$ cat config.mk
export PLATFORM = sky130hd
export DESIGN_NAME = utr_transceiver
export DESIGN_NICKNAME = d
export VERILOG_FILES = /design/src/hdl/utr_pkg.sv /design/src/hdl/utr_transceiver.sv
export VERILOG_INCLUDE_DIRS = /design/src /design/src/hdl
export SDC_FILE = /design/constraint.sdc
export NUM_CORES = 1
export LEC_CHECK = 0
export ABC_AREA = 1
export BUFFER_PORTS_ARGS = -buffer_cell sky130_fd_sc_hd__buf_2
export CAP_MARGIN = 20
export CORE_ASPECT_RATIO = 2
export CORE_MARGIN = 2
export CORE_UTILIZATION = 28
export DETAILED_ROUTE_END_ITERATION = 16
export PLACE_DENSITY = 0.47
export SYNTH_ARGS = -nofsm -noshare
export SYNTH_HDL_FRONTEND = slang
export SYNTH_SLANG_ARGS = --single-unit
$ cat constraint.sdc
create_clock -name ref_clk_i -period 6.48 [get_ports ref_clk_i]
set_clock_uncertainty 0.05 [all_clocks]
set_input_delay 0.648 -clock ref_clk_i [delete_from_list [all_inputs] [get_ports ref_clk_i]]
set_output_delay 0.648 -clock ref_clk_i [all_outputs]
set_load 0.01 [all_outputs]
$ cat src/hdl/utr_regs.svh
// Register map, field positions, reset values and timing of the serial transceiver.
// Assumes a 32-bit classic Wishbone bus with byte addresses.
`ifndef UTR_REGS_SVH
`define UTR_REGS_SVH

// ----------------------------------------------------------------------------
// Register offsets
// ----------------------------------------------------------------------------
`define UTR_OFF_DATA      8'h00
`define UTR_OFF_STATUS_A  8'h04
`define UTR_OFF_CONTROL_B 8'h08
`define UTR_OFF_CONTROL_C 8'h0c
`define UTR_OFF_BAUD      8'h10

// ----------------------------------------------------------------------------
// Status register a fields
// ----------------------------------------------------------------------------
`define UTR_SA_RXC   7
`define UTR_SA_TXC   6
`define UTR_SA_UDRE  5
`define UTR_SA_FE    4
`define UTR_SA_DOR   3
`define UTR_SA_PE    2

// ----------------------------------------------------------------------------
// Control register b fields
// ----------------------------------------------------------------------------
`define UTR_CB_RXC_IRQ 7
`define UTR_CB_TXCIE 6
`define UTR_CB_UDRIE 5
`define UTR_CB_RXEN  4
`define UTR_CB_TX_ON 3
`define UTR_CB_SZ2   2
`define UTR_CB_RX9   1
`define UTR_CB_TX9   0

// ----------------------------------------------------------------------------
// Control register c fields
// ----------------------------------------------------------------------------
`define UTR_CC_SYNC  6
`define UTR_CC_PEN   5
`define UTR_CC_PODD  4
`define UTR_CC_STOP2 3
`define UTR_CC_SZ1   2
`define UTR_CC_SZ0   1

// ----------------------------------------------------------------------------
// Reset values and timing
// ----------------------------------------------------------------------------
`define UTR_CB_RESET   8'h00
`define UTR_CC_RESET   8'h06
`define UTR_BAUD_RESET 16'h000f
`define UTR_SIZE_NINE  3'h7
`define UTR_FIFO_DEPTH 2'h2

`endif

$ cat src/hdl/utr_pkg.sv
// Types shared by the serial transceiver.
// Assumes utr_regs.svh carries the numeric constants.
package utr_pkg;

  // Gray codes along the normal frame path
  typedef enum logic [2:0] {
    TX_IDLE   = 3'h0,
    TX_START  = 3'h1,
    TX_DATA   = 3'h3,
    TX_PARITY = 3'h2,
    TX_STOP1  = 3'h6,
    TX_STOP2  = 3'h7
  } utr_tx_state_type;

  typedef enum logic [2:0] {
    RX_IDLE   = 3'h0,
    RX_START  = 3'h1,
    RX_DATA   = 3'h3,
    RX_PARITY = 3'h2,
    RX_STOP   = 3'h6
  } utr_rx_state_type;

endpackage : utr_pkg

$ cat src/hdl/utr_transceiver.sv
// Serial transceiver: transmit buffer and shifter, receiver with a two-entry
// buffer and per-entry error flags, registers on classic Wishbone.
// Assumes one clock; the serial pins and transfer clock are asynchronous.
`timescale 1ns/1ns
`include "utr_regs.svh"

// Notes on behaviour
// - Buffer-empty flag high exactly while buffer empty
// - Data write loads buffer, clears empty flag
// - Empty request held while flag and enable
// - Complete flag set after frame, buffer empty
// - Complete flag cleared by service or one-write
// - Complete request raised when flag and enable
// - Parity bit sent between data and stop
// - Transmit disable waits for shifter and buffer
// - Receive enable claims input; sync uses pin clock
// - Shift to first stop, ignore second, store
// - Unused upper data bits read as zero
// - Entries keep ninth bit and error flags
// - Receive flag means unread data; disable flushes
// - Receive request held while data unread
// - Error flags read only, never interrupt
// - Frame error shows first stop bit only
// - Overrun when full, held, new start
// - Checker compares parity, stores per entry
// - Parity error zero while checking disabled
// - Receive disable aborts frame, releases pin, flushes
// - Parity is data exclusive-or, inverted odd
// - Shifter loads when idle or after stop
// - Start low, data LSB first, stops high
module utr_transceiver (
  input  wire logic        ref_clk_i,
  input  wire logic        reset_i,
  input  wire logic        wb_cyc_i,
  input  wire logic        wb_stb_i,
  input  wire logic        wb_we_i,
  input  wire logic [7:0]  wb_adr_i,
  input  wire logic [3:0]  wb_sel_i,
  input  wire logic [31:0] wb_dat_i,
  output logic      [31:0] wb_dat_o,
  output logic             wb_ack_o,
  input  wire logic        serial_in_pin_i,
  input  wire logic        external_transfer_clock_pin_i,
  input  wire logic        tx_complete_irq_ack_i,
  output logic             serial_out_pin_o,
  output logic             serial_out_oe_o,
  output logic             serial_in_override_o,
  output logic             irq_tx_empty_o,
  output logic             irq_tx_complete_o,
  output logic             irq_rx_complete_o
);
  import utr_pkg::*;

  // --------------------------------------------------------------------------
  // Helpers
  // --------------------------------------------------------------------------
  function automatic logic [3:0] char_bits(input logic [2:0] code);
    if (code == `UTR_SIZE_NINE) begin
      char_bits = 4'h9;
    end else begin
      char_bits = 4'h5 + {2'h0, code[1:0]};
    end
  endfunction : char_bits

  function automatic logic [8:0] data_mask(input logic [3:0] n);
    data_mask = 9'h1ff >> (4'h9 - n);
  endfunction : data_mask

  function automatic logic parity_of(input logic [8:0] d, input logic [8:0] m,
                                     input logic odd);
    parity_of = (^(d & m)) ^ odd;
  endfunction : parity_of

  // --------------------------------------------------------------------------
  // Declarations
  // --------------------------------------------------------------------------
  logic [7:0]  ctrl_b_reg;
  logic [7:0]  ctrl_c_reg;
  logic [15:0] baud_reg;
  logic        ack_reg;
  logic [31:0] dat_reg;
  logic        access;
  logic        wr_data;
  logic        rd_data;
  logic        wr_stat;
  logic [3:0]  nbits;
  logic [8:0]  mask;
  logic        sync_mode;
  logic        parity_en;
  logic        rx_en;
  logic [2:0]  in_sync_reg;
  logic [2:0]  xck_sync_reg;
  logic        rx_line;
  logic        rx_prev;
  logic        xck_rise;
  logic        xck_fall;
  logic [8:0]  tx_buf_reg;
  logic        tx_buf_full_reg;
  logic        tx_active_reg;
  logic        tx_complete_reg;
  utr_tx_state_type tx_state_reg;
  logic [8:0]  tx_sh_reg;
  logic        tx_par_reg;
  logic [3:0]  tx_bit_reg;
  logic [15:0] tx_cnt_reg;
  logic        tx_tick;
  logic        tx_frame_end;
  logic        tx_load;
  utr_rx_state_type rx_state_reg;
  logic [8:0]  rx_sh_reg;
  logic        rx_par_reg;
  logic [3:0]  rx_bit_reg;
  logic [15:0] rx_cnt_reg;
  logic        rx_tick;
  logic        rx_start_ok;
  logic        rx_done;
  logic [8:0]  rx_aligned;
  logic [11:0] hold_reg;
  logic        hold_valid_reg;
  logic        lost_reg;
  logic [11:0] fifo_mem [0:1];
  logic        wp_reg;
  logic        rp_reg;
  logic [1:0]  count_reg;
  logic        push;
  logic        pop;
  logic [11:0] head;
  logic [7:0]  status_a;

  assign nbits     = char_bits({ctrl_b_reg[`UTR_CB_SZ2], ctrl_c_reg[`UTR_CC_SZ1],
                                ctrl_c_reg[`UTR_CC_SZ0]});
  assign mask      = data_mask(nbits);
  assign sync_mode = ctrl_c_reg[`UTR_CC_SYNC];
  assign parity_en = ctrl_c_reg[`UTR_CC_PEN];
  assign rx_en     = ctrl_b_reg[`UTR_CB_RXEN];

  // --------------------------------------------------------------------------
  // Wishbone slave: ack one cycle after request, commit at the ack edge
  // --------------------------------------------------------------------------
  assign access  = wb_cyc_i & wb_stb_i & ack_reg;
  assign wr_data = access & wb_we_i & wb_sel_i[0] & (wb_adr_i == `UTR_OFF_DATA);
  assign rd_data = access & ~wb_we_i & (wb_adr_i == `UTR_OFF_DATA);
  assign wr_stat = access & wb_we_i & wb_sel_i[0] & (wb_adr_i == `UTR_OFF_STATUS_A);

  assign head = (count_reg != 2'h0) ? fifo_mem[rp_reg] : 12'h0;
  assign status_a = {count_reg != 2'h0, tx_complete_reg, ~tx_buf_full_reg,
                     head[9], head[11], head[10] & parity_en, 2'h0};

  always_ff @(posedge ref_clk_i) begin
    if (reset_i) begin
      ack_reg <= 1'b0;
      dat_reg <= 32'h0;
    end else begin
      ack_reg <= wb_cyc_i & wb_stb_i & ~ack_reg;
      if (wb_cyc_i & wb_stb_i & ~ack_reg & ~wb_we_i) begin
        case (wb_adr_i)
          `UTR_OFF_DATA:      dat_reg <= {24'h0, head[7:0]};
          `UTR_OFF_STATUS_A:  dat_reg <= {24'h0, status_a};
          `UTR_OFF_CONTROL_B: dat_reg <= {24'h0, ctrl_b_reg[7:2], head[8],
                                          ctrl_b_reg[0]};
          `UTR_OFF_CONTROL_C: dat_reg <= {24'h0, ctrl_c_reg};
          `UTR_OFF_BAUD:      dat_reg <= {16'h0, baud_reg};
          default:            dat_reg <= 32'h0;
        endcase
      end
    end
  end

  assign wb_ack_o = ack_reg;
  assign wb_dat_o = dat_reg;

  // Error flags have no storage here, so writes to them are dropped
  always_ff @(posedge ref_clk_i) begin
    if (reset_i) begin
      ctrl_b_reg <= `UTR_CB_RESET;
      ctrl_c_reg <= `UTR_CC_RESET;
      baud_reg   <= `UTR_BAUD_RESET;
    end else if (access & wb_we_i) begin
      if (wb_sel_i[0] & (wb_adr_i == `UTR_OFF_CONTROL_B)) begin
        ctrl_b_reg <= {wb_dat_i[7:2], 1'b0, wb_dat_i[0]};
      end
      if (wb_sel_i[0] & (wb_adr_i == `UTR_OFF_CONTROL_C)) begin
        ctrl_c_reg <= {1'b0, wb_dat_i[6:1], 1'b0};
      end
      if (wb_adr_i == `UTR_OFF_BAUD) begin
        if (wb_sel_i[0]) begin
          baud_reg[7:0] <= wb_dat_i[7:0];
        end
        if (wb_sel_i[1]) begin
          baud_reg[15:8] <= wb_dat_i[15:8];
        end
      end
    end
  end

  // --------------------------------------------------------------------------
  // Pin synchronisers and transfer clock edges
  // --------------------------------------------------------------------------
  always_ff @(posedge ref_clk_i) begin
    if (reset_i) begin
      in_sync_reg  <= 3'h7;
      xck_sync_reg <= 3'h0;
    end else begin
      in_sync_reg  <= {in_sync_reg[1:0], serial_in_pin_i};
      xck_sync_reg <= {xck_sync_reg[1:0], external_transfer_clock_pin_i};
    end
  end

  assign rx_line  = in_sync_reg[1];
  assign rx_prev  = in_sync_reg[2];
  assign xck_rise = xck_sync_reg[1] & ~xck_sync_reg[2];
  assign xck_fall = ~xck_sync_reg[1] & xck_sync_reg[2];

  // --------------------------------------------------------------------------
  // Transmit buffer and enable
  // --------------------------------------------------------------------------
  assign tx_tick = sync_mode ? xck_fall : (tx_cnt_reg == 16'h0);
  assign tx_frame_end = tx_tick & (((tx_state_reg == TX_STOP1) & ~ctrl_c_reg[`UTR_CC_STOP2])
                        | (tx_state_reg == TX_STOP2));
  assign tx_load = tx_buf_full_reg & tx_active_reg
                   & ((tx_state_reg == TX_IDLE) | tx_frame_end);

  always_ff @(posedge ref_clk_i) begin
    if (reset_i) begin
      tx_buf_full_reg <= 1'b0;
      tx_buf_reg      <= 9'h0;
    end else if (wr_data) begin
      tx_buf_full_reg <= 1'b1;
      tx_buf_reg      <= {ctrl_b_reg[`UTR_CB_TX9], wb_dat_i[7:0]};
    end else if (tx_load) begin
      tx_buf_full_reg <= 1'b0;
    end
  end

  always_ff @(posedge ref_clk_i) begin
    if (reset_i) begin
      tx_active_reg <= 1'b0;
    end else if (ctrl_b_reg[`UTR_CB_TX_ON]) begin
      tx_active_reg <= 1'b1;
    end else if (~tx_buf_full_reg & (tx_state_reg == TX_IDLE)) begin
      tx_active_reg <= 1'b0;
    end
  end

  // --------------------------------------------------------------------------
  // Transmit shifter
  // --------------------------------------------------------------------------
  always_ff @(posedge ref_clk_i) begin
    if (reset_i | (tx_state_reg == TX_IDLE) | tx_load | (tx_cnt_reg == 16'h0)) begin
      tx_cnt_reg <= reset_i ? 16'h0 : baud_reg;
    end else begin
      tx_cnt_reg <= tx_cnt_reg - 16'h1;
    end
  end

  always_ff @(posedge ref_clk_i) begin
    if (reset_i) begin
      tx_state_reg     <= TX_IDLE;
      tx_sh_reg        <= 9'h0;
      tx_par_reg       <= 1'b0;
      tx_bit_reg       <= 4'h0;
      serial_out_pin_o <= 1'b1;
    end else if (tx_load) begin
      tx_state_reg     <= TX_START;
      tx_sh_reg        <= tx_buf_reg & mask;
      tx_par_reg       <= parity_of(tx_buf_reg, mask, ctrl_c_reg[`UTR_CC_PODD]);
      tx_bit_reg       <= 4'h0;
      serial_out_pin_o <= 1'b0;
    end else if (tx_tick) begin
      case (tx_state_reg)
        TX_START: begin
          tx_state_reg     <= TX_DATA;
          serial_out_pin_o <= tx_sh_reg[0];
          tx_sh_reg        <= {1'b0, tx_sh_reg[8:1]};
          tx_bit_reg       <= 4'h1;
        end
        TX_DATA: begin
          if (tx_bit_reg == nbits) begin
            tx_state_reg     <= parity_en ? TX_PARITY : TX_STOP1;
            serial_out_pin_o <= parity_en ? tx_par_reg : 1'b1;
          end else begin
            serial_out_pin_o <= tx_sh_reg[0];
            tx_sh_reg        <= {1'b0, tx_sh_reg[8:1]};
            tx_bit_reg       <= tx_bit_reg + 4'h1;
          end
        end
        TX_PARITY: begin
          tx_state_reg     <= TX_STOP1;
          serial_out_pin_o <= 1'b1;
        end
        TX_STOP1: begin
          tx_state_reg <= ctrl_c_reg[`UTR_CC_STOP2] ? TX_STOP2 : TX_IDLE;
        end
        TX_STOP2: begin
          tx_state_reg <= TX_IDLE;
        end
        default: begin
          tx_state_reg     <= TX_IDLE;
          serial_out_pin_o <= 1'b1;
        end
      endcase
    end
  end

  // Set wins over any clear in the same cycle
  always_ff @(posedge ref_clk_i) begin
    if (reset_i) begin
      tx_complete_reg <= 1'b0;
    end else if (tx_frame_end & ~tx_buf_full_reg) begin
      tx_complete_reg <= 1'b1;
    end else if (tx_complete_irq_ack_i | (wr_stat & wb_dat_i[`UTR_SA_TXC])) begin
      tx_complete_reg <= 1'b0;
    end
  end

  // --------------------------------------------------------------------------
  // Receiver
  // --------------------------------------------------------------------------
  assign rx_tick = sync_mode ? xck_rise : (rx_cnt_reg == 16'h0);
  assign rx_start_ok = sync_mode ? ((rx_state_reg == RX_IDLE) & xck_rise & ~rx_line)
                                 : ((rx_state_reg == RX_START) & rx_tick & ~rx_line);
  assign rx_done = rx_tick & (rx_state_reg == RX_STOP);
  assign rx_aligned = (rx_sh_reg >> (4'h9 - nbits)) & mask;

  always_ff @(posedge ref_clk_i) begin
    if (reset_i) begin
      rx_cnt_reg <= 16'h0;
    end else if ((rx_state_reg == RX_IDLE) | (rx_cnt_reg == 16'h0)) begin
      rx_cnt_reg <= (rx_state_reg == RX_IDLE) ? {1'b0, baud_reg[15:1]} : baud_reg;
    end else begin
      rx_cnt_reg <= rx_cnt_reg - 16'h1;
    end
  end

  always_ff @(posedge ref_clk_i) begin
    if (reset_i | ~rx_en) begin
      rx_state_reg <= RX_IDLE;
      rx_sh_reg    <= 9'h0;
      rx_par_reg   <= 1'b0;
      rx_bit_reg   <= 4'h0;
    end else begin
      case (rx_state_reg)
        RX_IDLE: begin
          if (rx_start_ok) begin
            rx_state_reg <= RX_DATA;
          end else if (~sync_mode & rx_prev & ~rx_line) begin
            rx_state_reg <= RX_START;
          end
          rx_bit_reg <= 4'h0;
        end
        RX_START: begin
          if (rx_tick) begin
            rx_state_reg <= rx_line ? RX_IDLE : RX_DATA;
          end
        end
        RX_DATA: begin
          if (rx_tick) begin
            rx_sh_reg  <= {rx_line, rx_sh_reg[8:1]};
            rx_bit_reg <= rx_bit_reg + 4'h1;
            if (rx_bit_reg == nbits - 4'h1) begin
              rx_state_reg <= parity_en ? RX_PARITY : RX_STOP;
            end
          end
        end
        RX_PARITY: begin
          if (rx_tick) begin
            rx_par_reg   <= rx_line;
            rx_state_reg <= RX_STOP;
          end
        end
        RX_STOP: begin
          if (rx_tick) begin
            rx_state_reg <= RX_IDLE;
          end
        end
        default: begin
          rx_state_reg <= RX_IDLE;
        end
      endcase
    end
  end

  // --------------------------------------------------------------------------
  // Holding stage, overrun and two-entry buffer
  // --------------------------------------------------------------------------
  assign push = hold_valid_reg & (count_reg != `UTR_FIFO_DEPTH);
  assign pop  = rd_data & (count_reg != 2'h0);

  // Entry layout: overrun, parity error, frame error, nine data bits
  always_ff @(posedge ref_clk_i) begin
    if (reset_i | ~rx_en) begin
      hold_valid_reg <= 1'b0;
      hold_reg       <= 12'h0;
    end else if (rx_done) begin
      hold_valid_reg <= 1'b1;
      hold_reg       <= {1'b0,
                         parity_en & (parity_of(rx_aligned, mask,
                                      ctrl_c_reg[`UTR_CC_PODD]) != rx_par_reg),
                         ~rx_line, rx_aligned};
    end else if (push) begin
      hold_valid_reg <= 1'b0;
    end
  end

  always_ff @(posedge ref_clk_i) begin
    if (reset_i | ~rx_en) begin
      lost_reg <= 1'b0;
    end else if (rx_start_ok & hold_valid_reg & ~push) begin
      lost_reg <= 1'b1;
    end else if (push) begin
      lost_reg <= 1'b0;
    end
  end

  always_ff @(posedge ref_clk_i) begin
    if (reset_i) begin
      fifo_mem[0] <= 12'h0;
      fifo_mem[1] <= 12'h0;
    end else if (push) begin
      fifo_mem[wp_reg] <= {lost_reg, hold_reg[10:0]};
    end
  end

  always_ff @(posedge ref_clk_i) begin
    if (reset_i | ~rx_en) begin
      wp_reg    <= 1'b0;
      rp_reg    <= 1'b0;
      count_reg <= 2'h0;
    end else begin
      wp_reg    <= wp_reg ^ push;
      rp_reg    <= rp_reg ^ pop;
      count_reg <= count_reg + {1'b0, push} - {1'b0, pop};
    end
  end

  // --------------------------------------------------------------------------
  // Pin control and interrupt requests
  // --------------------------------------------------------------------------
  always_ff @(posedge ref_clk_i) begin
    if (reset_i) begin
      serial_out_oe_o      <= 1'b0;
      serial_in_override_o <= 1'b0;
      irq_tx_empty_o       <= 1'b0;
      irq_tx_complete_o    <= 1'b0;
      irq_rx_complete_o    <= 1'b0;
    end else begin
      serial_out_oe_o      <= tx_active_reg;
      serial_in_override_o <= rx_en;
      irq_tx_empty_o       <= ~tx_buf_full_reg & ctrl_b_reg[`UTR_CB_UDRIE];
      irq_tx_complete_o    <= tx_complete_reg & ctrl_b_reg[`UTR_CB_TXCIE];
      irq_rx_complete_o    <= (count_reg != 2'h0) & ctrl_b_reg[`UTR_CB_RXC_IRQ];
    end
  end

endmodule : utr_transceiver

==> results of run 1 <==
cell type report:
cell class                 instances  area, sq um  area share (%)
tap                              423          529            5.24
clock buffer                      18          450            4.46
sequential                       177         3780            37.5
inverter                         153          581            5.75
clock inverter                    14          159            1.57
timing repair buffer              61          318            3.15
multi-input combinational        819         4280            42.4
synth_stat cells (14+ instances only):
cell type  count
o21ai_0       84
a211oi_1      20
edfxtp_1      24
dfxtp_1      153
nor3_1        18
nand2_1      210
a31oi_1       14
xor2_1        28
nand3_1       76
a21oi_1       78
buf_4         20
o21ai_1       25
inv_1        143
clkbuf_1      22
nor2_1       136
where the power goes:
| group | total, mW | switching [mW] | internal [mW] |
|---|---|---|---|
| Clock | 1.08 | 0.503 | 0.573 |
| Sequential | 1.14 | 0.00966 | 1.13 |
| Combinational | 0.113 | 0.0776 | 0.0352 |
| Total | 2.33 | 0.590 | 1.74 |
per-stage QoR:
step / area, sq um / hold WS [ps] / cells / util, %
floorplan: 8970 / 338 / 1207 / -
global placement: 9490 / 344 / 1633 / 30.2
detailed placement: 9490 / 346 / 1633 / 30.2
CTS: 10100 / 312 / 1665 / 32.1
global route: 10100 / 336 / 1665 / 32.1
finish: 10100 / 335 / 1665 / 32.1
logic make-up (layout without fill, tap and decap cells):
group,count (synthesis),after routing,synth area share [%]
compound gates,251,251,16.0
xor+xnor,40,40,3.93
fa+ha+maj,13,13,1.83
buf+inv,211,246,10.2
flops,177,177,42.5
mux,4,4,0.449
other cells,1,16,0.0421
simple gates,495,495,25.0
routing by layer:
metal / vias up / share of wire, %
met3: 37 / 2.0
li1: 3959 / -
met2: 124 / 59
met4: 0 / 4.1
met1: 3559 / 35
met5: - / 0
worst max-delay path: cells and delay by family (launching register included):
family | cells | cell delay, ps
AND/OR/NAND/NOR | 11 | 1570
flip-flops | 1 | 780
adder cells (fa/ha/maj) | 2 | 730
XOR/XNOR | 1 | 170
buffers and inverters | 2 | 100
worst paths after layout:
kind	slack, ps	depth (start not counted)	endpoint	start
setup reg to reg	2980	16	tx_par_reg	ctrl_c_reg[1]
setup / recovery	2980	16	tx_par_reg	ctrl_c_reg[1]
hold / removal	330	2	in_sync_reg[0]	serial_in_pin_i
hold reg to reg	350	2	xck_sync_reg[1]	xck_sync_reg[0]
==> out/results.ini, run 1 <==
[run_status]
status=finished clean

[yosys]
netlist_area_sq_mm=0.00891
synth-seq-cells=177
synth_edf_count=24
synth_top_area_share_pct=34.4
syn_avg_cell_area_sq_um=7.48
yosysWarnings=0
ys_seq_area_share_pct=42.5
syn_inst=1192
synthDistinctLibCells=55
yosys-top-cells-area=dfxtp_1 (34%), nand2_1 (8.8%), edfxtp_1 (8.1%)
async_flop_share_pct=0
yosysTopAreaCell=dfxtp_1
ys.flop_type=dfxtp_1

[layout]
antenna_cells=0
top_register=fifo_mem
drive_gt1_share_pct=11.9
final_common_cell=nand2_1
final_nets=1294
fillers=3452
syn2layout_area_growth_pct=13.3
layout_common_cells=nand2_1 (210), dfxtp_1 (153), inv_1 (142)
largest_reg_flops=24

[timing]
setup_viol=0
slew_headroom_pct=44.5
setup_slack_ps=2980
rsz0062_at_grt=no
finalHoldViolCount=0
finalSetupTns_ps=0
period_share_pct=54.1
tightest_slew_ps=823
fmax_ghz=0.285
slew_violations=0
fin_crit_ps=3500

[worst_setup_path]
timing.critical_path.mode_cell=nand2_1
cp.required_ps=6770
critPathLaunchType=register
cp_slowest_cell=dfxtp_1
endpoint_kind=register
path_class=reg -> reg
path_cells=ha_1, nand2_2, nand2_4, ha_1, nand2_1, nor2_2, nand2_1, xor2_1, inv_1, or2_1, nand2_1, nand2_1, nand3b_1, nand3_1, nand2_1, inv_1
cpPeakStageDelay_ps=780
crit_arrival_ps=3800
crit_path_max_fanout=18

[clocking]
clk_pin_slew_worst_paths_ps=70
cts_tree=built
clockRootBuffer=clkbuf_16
clk_latency_ps=440
cts_buffer_depth=2
cts_setup_buffers=0
cts_resized=0
hold_buffers=0
cts_made_buffers=17
clock-sinks=177
htreeDepth=4

[grt]
antenna_found_initial=0
grt_max_degree=45
met2_usage_pct=33.3
met3_usage_pct=2.34
gr-max-usage-layer=met2
use_met1_pct=15.5
grt_pass1_vias=7564
overflow=0
grt_pass1_wl_mm=41.4
track_usage_pct=16.6

[placed_design]
routabilityCongestion=0.863
port-buffer-count=56
dp_hpwl_mm=21.3
dpl_worst_slack_ps=2880

[detailed_routing]
drt_iter0_markers=352
post-route-drc-count=0
drt_first_pass_iters=4
avgRoutedWirePerCell_microns=16.2
vias_per_cell=4.61
routed_wl_mm=27.0
num_vias=7679
detail-route-antenna-nets=0

[floorplan]
die_x_microns=130
design.core.area_sq_mm=0.0314
start_util_pct=28.4
pin_count=91
die-area_sq_mm=0.0334
rows=92
die_h_microns=256

[power_and_ir_drop]
p_per_area_mw_per_mm2=230
finalPower_mw=2.33
vdd_ir_drop_max_v=0.000170
leakagePower_nw=4.12

[run]
maxCapViolations=0

[hold_path]
hp-class=in -> reg

Power figures use the tool's default switching activity.
==> run 2, diff against run 1 <==
--- a/config.mk
+++ b/config.mk
@@ -13,7 +13,7 @@
 export CORE_MARGIN = 2
 export CORE_UTILIZATION = 28
 export DETAILED_ROUTE_END_ITERATION = 16
-export PLACE_DENSITY = 0.47
+export PLACE_DENSITY = 0.48
 export SYNTH_ARGS = -nofsm -noshare
 export SYNTH_HDL_FRONTEND = slang
 export SYNTH_SLANG_ARGS = --single-unit
==> constraint.sdc (replaced) <==
create_clock -name ref_clk_i -period 2.9 [get_ports ref_clk_i]
set_clock_uncertainty 0.05 [all_clocks]
set_input_delay 0.29 -clock ref_clk_i [delete_from_list [all_inputs] [get_ports ref_clk_i]]
set_output_delay 0.29 -clock ref_clk_i [all_outputs]
set_load 0.01 [all_outputs]
==> run 2 against run 1 <==
Net effect: clock-buffer cell count unchanged; combinational power increased by 120%; sequential share of layout area decreased by 0.52 points; utilization increased by 0.45 points; clock power increased by 110%; first-iteration DRC count decreased by 9.9%; register-to-register slack got worse by 2600 ps; via count increased by 1.2%; hold slack got worse by 300 ps; fmax increased by 41%; die area unchanged; total power increased by 120%.
==> out/results.ini, run 2 (synthesis gave the netlist of run 1 again) <==
[worst_setup_path]
r2r-start=ctrl_c_reg[1]
r2r_slack_ps=420
endpoint_kind=register
cp-endpoint=hold_reg[10]
crit_arrival_ps=2800
rr_endpoint=hold_reg[10]
path_class=reg -> reg
worst-r2r-cell-count=14
crit_path_start=ctrl_c_reg[1]
cp.required_ps=3220
crit_path_max_fanout=4
critPathLaunchType=register

[floorplan]
die_x_microns=130
pin_count=91
die-area_sq_mm=0.0334
die_h_microns=256
start_util_pct=28.4
design.core.area_sq_mm=0.0314
rows=92

[power_and_ir_drop]
leakagePower_nw=4.21
p_per_area_mw_per_mm2=499
vdd_ir_drop_max_v=0.000386
finalPower_mw=5.11

[placed_design]
port-buffer-count=56
dpl_worst_slack_ps=369
routabilityCongestion=0.873
post_dp_cell_area_sq_mm=0.00964
dp_hpwl_mm=21.0

[grt]
grt_pass1_wl_mm=41.7
overflow=0
antenna_found_initial=0
grt_max_degree=63
grt_pass1_vias=7710
track_usage_pct=16.5

[timing]
setup_viol=0
fmax_ghz=0.403
rsz0062_at_grt=no
finalSetupTns_ps=0
slew_violations=0
setup_slack_ps=420
tightest_slew_ps=764
hold-worst-slack_ps=35.3
fin_crit_ps=2480
period_share_pct=85.5
slew_headroom_pct=49.0
finalHoldViolCount=0

[clocking]
cts_tree=built
clock-sinks=177
htreeDepth=4
clk_pin_slew_worst_paths_ps=70
cts_setup_buffers=0
cts_buffer_depth=2
clockRootBuffer=clkbuf_16
cts_resized=0
clk_latency_ps=440
cts_made_buffers=17

[detailed_routing]
avgRoutedWirePerCell_microns=16.0
routed_wl_mm=26.9
drt_first_pass_iters=7
drt_iter0_markers=317
post-route-drc-count=0
detail-route-antenna-nets=0
num_vias=7768
vias_per_cell=4.60

[layout]
final_nets=1316
layout_common_cells=nand2_1 (210), dfxtp_1 (153), inv_1 (142)
antenna_cells=0
final_common_cell=nand2_1
syn2layout_area_growth_pct=14.9
stdcell_area_sq_mm=0.0102
largest_reg_flops=24
top_register=fifo_mem
drive_gt1_share_pct=13.3

[run_status]
status=finished clean

[hold_path]
hp-class=in -> reg
hp-start=wb_dat_i[8]

[run]
maxCapViolations=0

[run 2: cell type report]
| type | count | area, sq um |
|---|---|---|
| well taps | 423 | 529 |
| fillers | 3406 | 21200 |
| clock inverters | 14 | 143 |
| inverters | 153 | 581 |
| flip-flops and latches | 177 | 3780 |
| clock buffers | 18 | 439 |
| repair buffers | 83 | 488 |
| multi-input cells | 819 | 4280 |
[run 2: through the flow]
step / utilization [%] / std cells
finish: 32.6 / 1687
CTS: 32.6 / 1687
global placement: 30.7 / 1653
detailed placement: 30.7 / 1653
floorplan: - / 1207
global route: 32.6 / 1687
[run 2: how the worst min path moves through the flow]
| stage | end | slack, ps | depth (start not counted) |
|---|---|---|---|
| after detailed placement | xck_sync_reg[1] | 350 | 2 |
| after CTS | baud_reg[8] | 20 | 3 |
| after global routing | baud_reg[15] | 30 | 3 |
| after floorplan | xck_sync_reg[1] | 340 | 2 |
| final | baud_reg[8] | 40 | 3 |
| after global placement | in_sync_reg[1] | 340 | 1 |
[run 2: power by group]
part           switching, mW  internal, mW  total [mW]  leakage (nW)
logic                  0.169        0.0809       0.250          2.46
registers             0.0210          2.52        2.54          1.46
clock network           1.08          1.24        2.32         0.288
total                   1.27          3.84        5.11          4.21
[run 2: worst max-delay path, cell delays in order, from the launching register on]
cell     delay (ps)
dfxtp_1         420
inv_2           100
ha_1            330
inv_2            60
ha_1            190
nand2_1         110
nor2_2          230
nand2_1         170
xor2_1          220
nand3_1         120
nand2_1          80
nand2_1          60
nand3_1         100
nand3_2          80
a21oi_2         110
[run 2: repair_timing]
action                                  in CTS  in global routing
endpoints found under the hold margin        2                  0
hold buffers                                 2                  0
endpoints found under the setup margin       0                  0
[run 2: per-layer routing]
metal  up-vias  global-route usage, %  wire length [microns]
li1       3999                      -                      -
met1      3594                   15.4                   9370
met2       133                   33.9                  16000
met3        42                   2.36                    621
met4         0                   6.72                    957
met5         -                      0                      0
==> run 3, diff against run 2 <==
--- a/config.mk
+++ b/config.mk
@@ -12,6 +12,7 @@
 export CORE_ASPECT_RATIO = 2
 export CORE_MARGIN = 2
 export CORE_UTILIZATION = 28
+export CTS_BUF_LIST = sky130_fd_sc_hd__clkbuf_8
 export DETAILED_ROUTE_END_ITERATION = 16
 export PLACE_DENSITY = 0.48
 export SYNTH_ARGS = -nofsm -noshare
==> run 3 against run 2 <==
Net effect: utilization down 0.35 points; sequential share of layout area is 0.40 points higher; die area is the same; combinational power increased by 4%; register-to-register slack about the same; critical path depth grew 1; critical endpoint unchanged; sequential cell count is the same; cell count up 0.53%.
==> out/results.ini, run 3 (synthesis gave the netlist of run 1 again) <==
[run_status]
status=finished clean

[power_and_ir_drop]
vdd_ir_drop_max_v=0.000271
leakagePower_nw=4.16
p_per_area_mw_per_mm2=449

[timing]
finalHoldViolCount=0
fmax_ghz=0.401
period_share_pct=86.0
finalSetupTns_ps=0
fin_crit_ps=2490
slew_headroom_pct=48.9
setup_viol=0
tightest_slew_ps=765
slew_violations=0
rsz0062_at_grt=no

[layout]
utilization_pct=32.2
syn2layout_area_growth_pct=13.7
top_register=fifo_mem
final_nets=1324
layout_common_cells=nand2_1 (210), dfxtp_1 (153), inv_1 (142)
final_common_cell=nand2_1
largest_reg_flops=24
fillers=3423
drive_gt1_share_pct=13.2

[grt]
grt_pass1_vias=7734
track_usage_pct=16.6
antenna_found_initial=1
grt_pass1_wl_mm=41.8
overflow=0
grt_max_degree=63

[worst_setup_path]
crit_buf_inv=3
crit_arrival_ps=2860
critPathLaunchType=register
worst-r2r-cell-count=15
cp.required_ps=3270
cp_slowest_cell=dfxtp_1
cpPeakStageDelay_ps=430
endpoint_kind=register
path_class=reg -> reg
crit_path_max_fanout=9
cp.depth=15
path_cells=inv_2, ha_1, buf_4, nor2_1, nand2_1, nand3b_1, nand3_1, nand3_1, nand2_1, inv_1, nand3_1, nand2_1, nand2_1, nand3_2, a21oi_2
crit_family=simple AND/OR/NAND/NOR gates
timing.critical_path.mode_cell=nand2_1

[clocking]
htreeDepth=4
clockRootBuffer=clkbuf_8
cts_made_buffers=17
cts_tree=built
clk_pin_slew_worst_paths_ps=100
cts_resized=0
clk_latency_ps=490
clock-sinks=177
cts_buffer_depth=2

[floorplan]
die-area_sq_mm=0.0334
design.core.area_sq_mm=0.0314
start_util_pct=28.4
pin_count=91
die_h_microns=256
rows=92
die_x_microns=130

[detailed_routing]
avgRoutedWirePerCell_microns=15.9
num_vias=7811
drt_first_pass_iters=5
vias_per_cell=4.61
routed_wl_mm=27.0
post-route-drc-count=0
detail-route-antenna-nets=0
drt_iter0_markers=391

[hold_path]
holdPathStages=3
hp-class=in -> reg

[placed_design]
routabilityCongestion=0.873
dp_hpwl_mm=21.0
port-buffer-count=56

[run]
maxCapViolations=0

[run 3: metrics by stage]
| step | std cells | hold WS [ps] | setup slack (ps) | area [sq um] | power (mW) |
|---|---|---|---|---|---|
| 4_1_cts | 1695 | 23.4 | 370 | 10100 | 4.61 |
| 2_1_floorplan | 1207 | 338 | 220 | 8970 | 2.77 |
| 3_5_place_dp | 1653 | 351 | 369 | 9640 | 2.85 |
| 3_3_place_gp | 1653 | 344 | 445 | 9640 | 2.85 |
| 6_report | 1696 | 45.5 | 407 | 10100 | 4.55 |
| 5_1_grt | 1696 | 40.6 | 156 | 10100 | 4.74 |
[run 3: area by class of cell]
class | instances | area, sq um | share of cell area (%)
repair buffers | 91 | 568 | 5.61
diodes | 1 | 2.50 | 0.0247
well taps | 423 | 529 | 5.22
flip-flops and latches | 177 | 3780 | 37.3
clock buffers | 18 | 248 | 2.45
multi-input cells | 819 | 4280 | 42.2
inverters | 153 | 581 | 5.73
clock inverters | 14 | 143 | 1.41
[run 3: where the power goes]
part / switching [mW] / leakage, nW / internal, mW
sequential: 0.0211 / 1.46 / 2.52
clock: 1.01 / 0.201 / 0.734
combinational: 0.172 / 2.50 / 0.0879
total: 1.21 / 4.16 / 3.34
[run 3: timing repair]
item / CTS / global route
endpoints found under the hold margin: 10 / 0
hold buffers: 10 / 0
buffers inserted: 0 / 0
[run 3: final timing paths]
check,startpoint,endpoint,slack [ps]
hold reg to reg,xck_sync_reg[0],xck_sync_reg[1],360
hold / removal,wb_stb_i,wb_ack_o,50
setup / recovery,ctrl_c_reg[1],hold_reg[10],410
setup reg to reg,ctrl_c_reg[1],hold_reg[10],410
[run 3: metal layers]
layer	vias up	track usage [%]	share of wire, %
met5	-	0	0
met4	0	6.81	3.2
met3	35	2.48	2.2
met2	128	33.9	59
met1	3640	15.4	35
li1	4008	-	-
[run 3: tightest hold or removal path: stages]
cell	delay (ps)
buf_2	120
inv_1	80
nor4_1	50
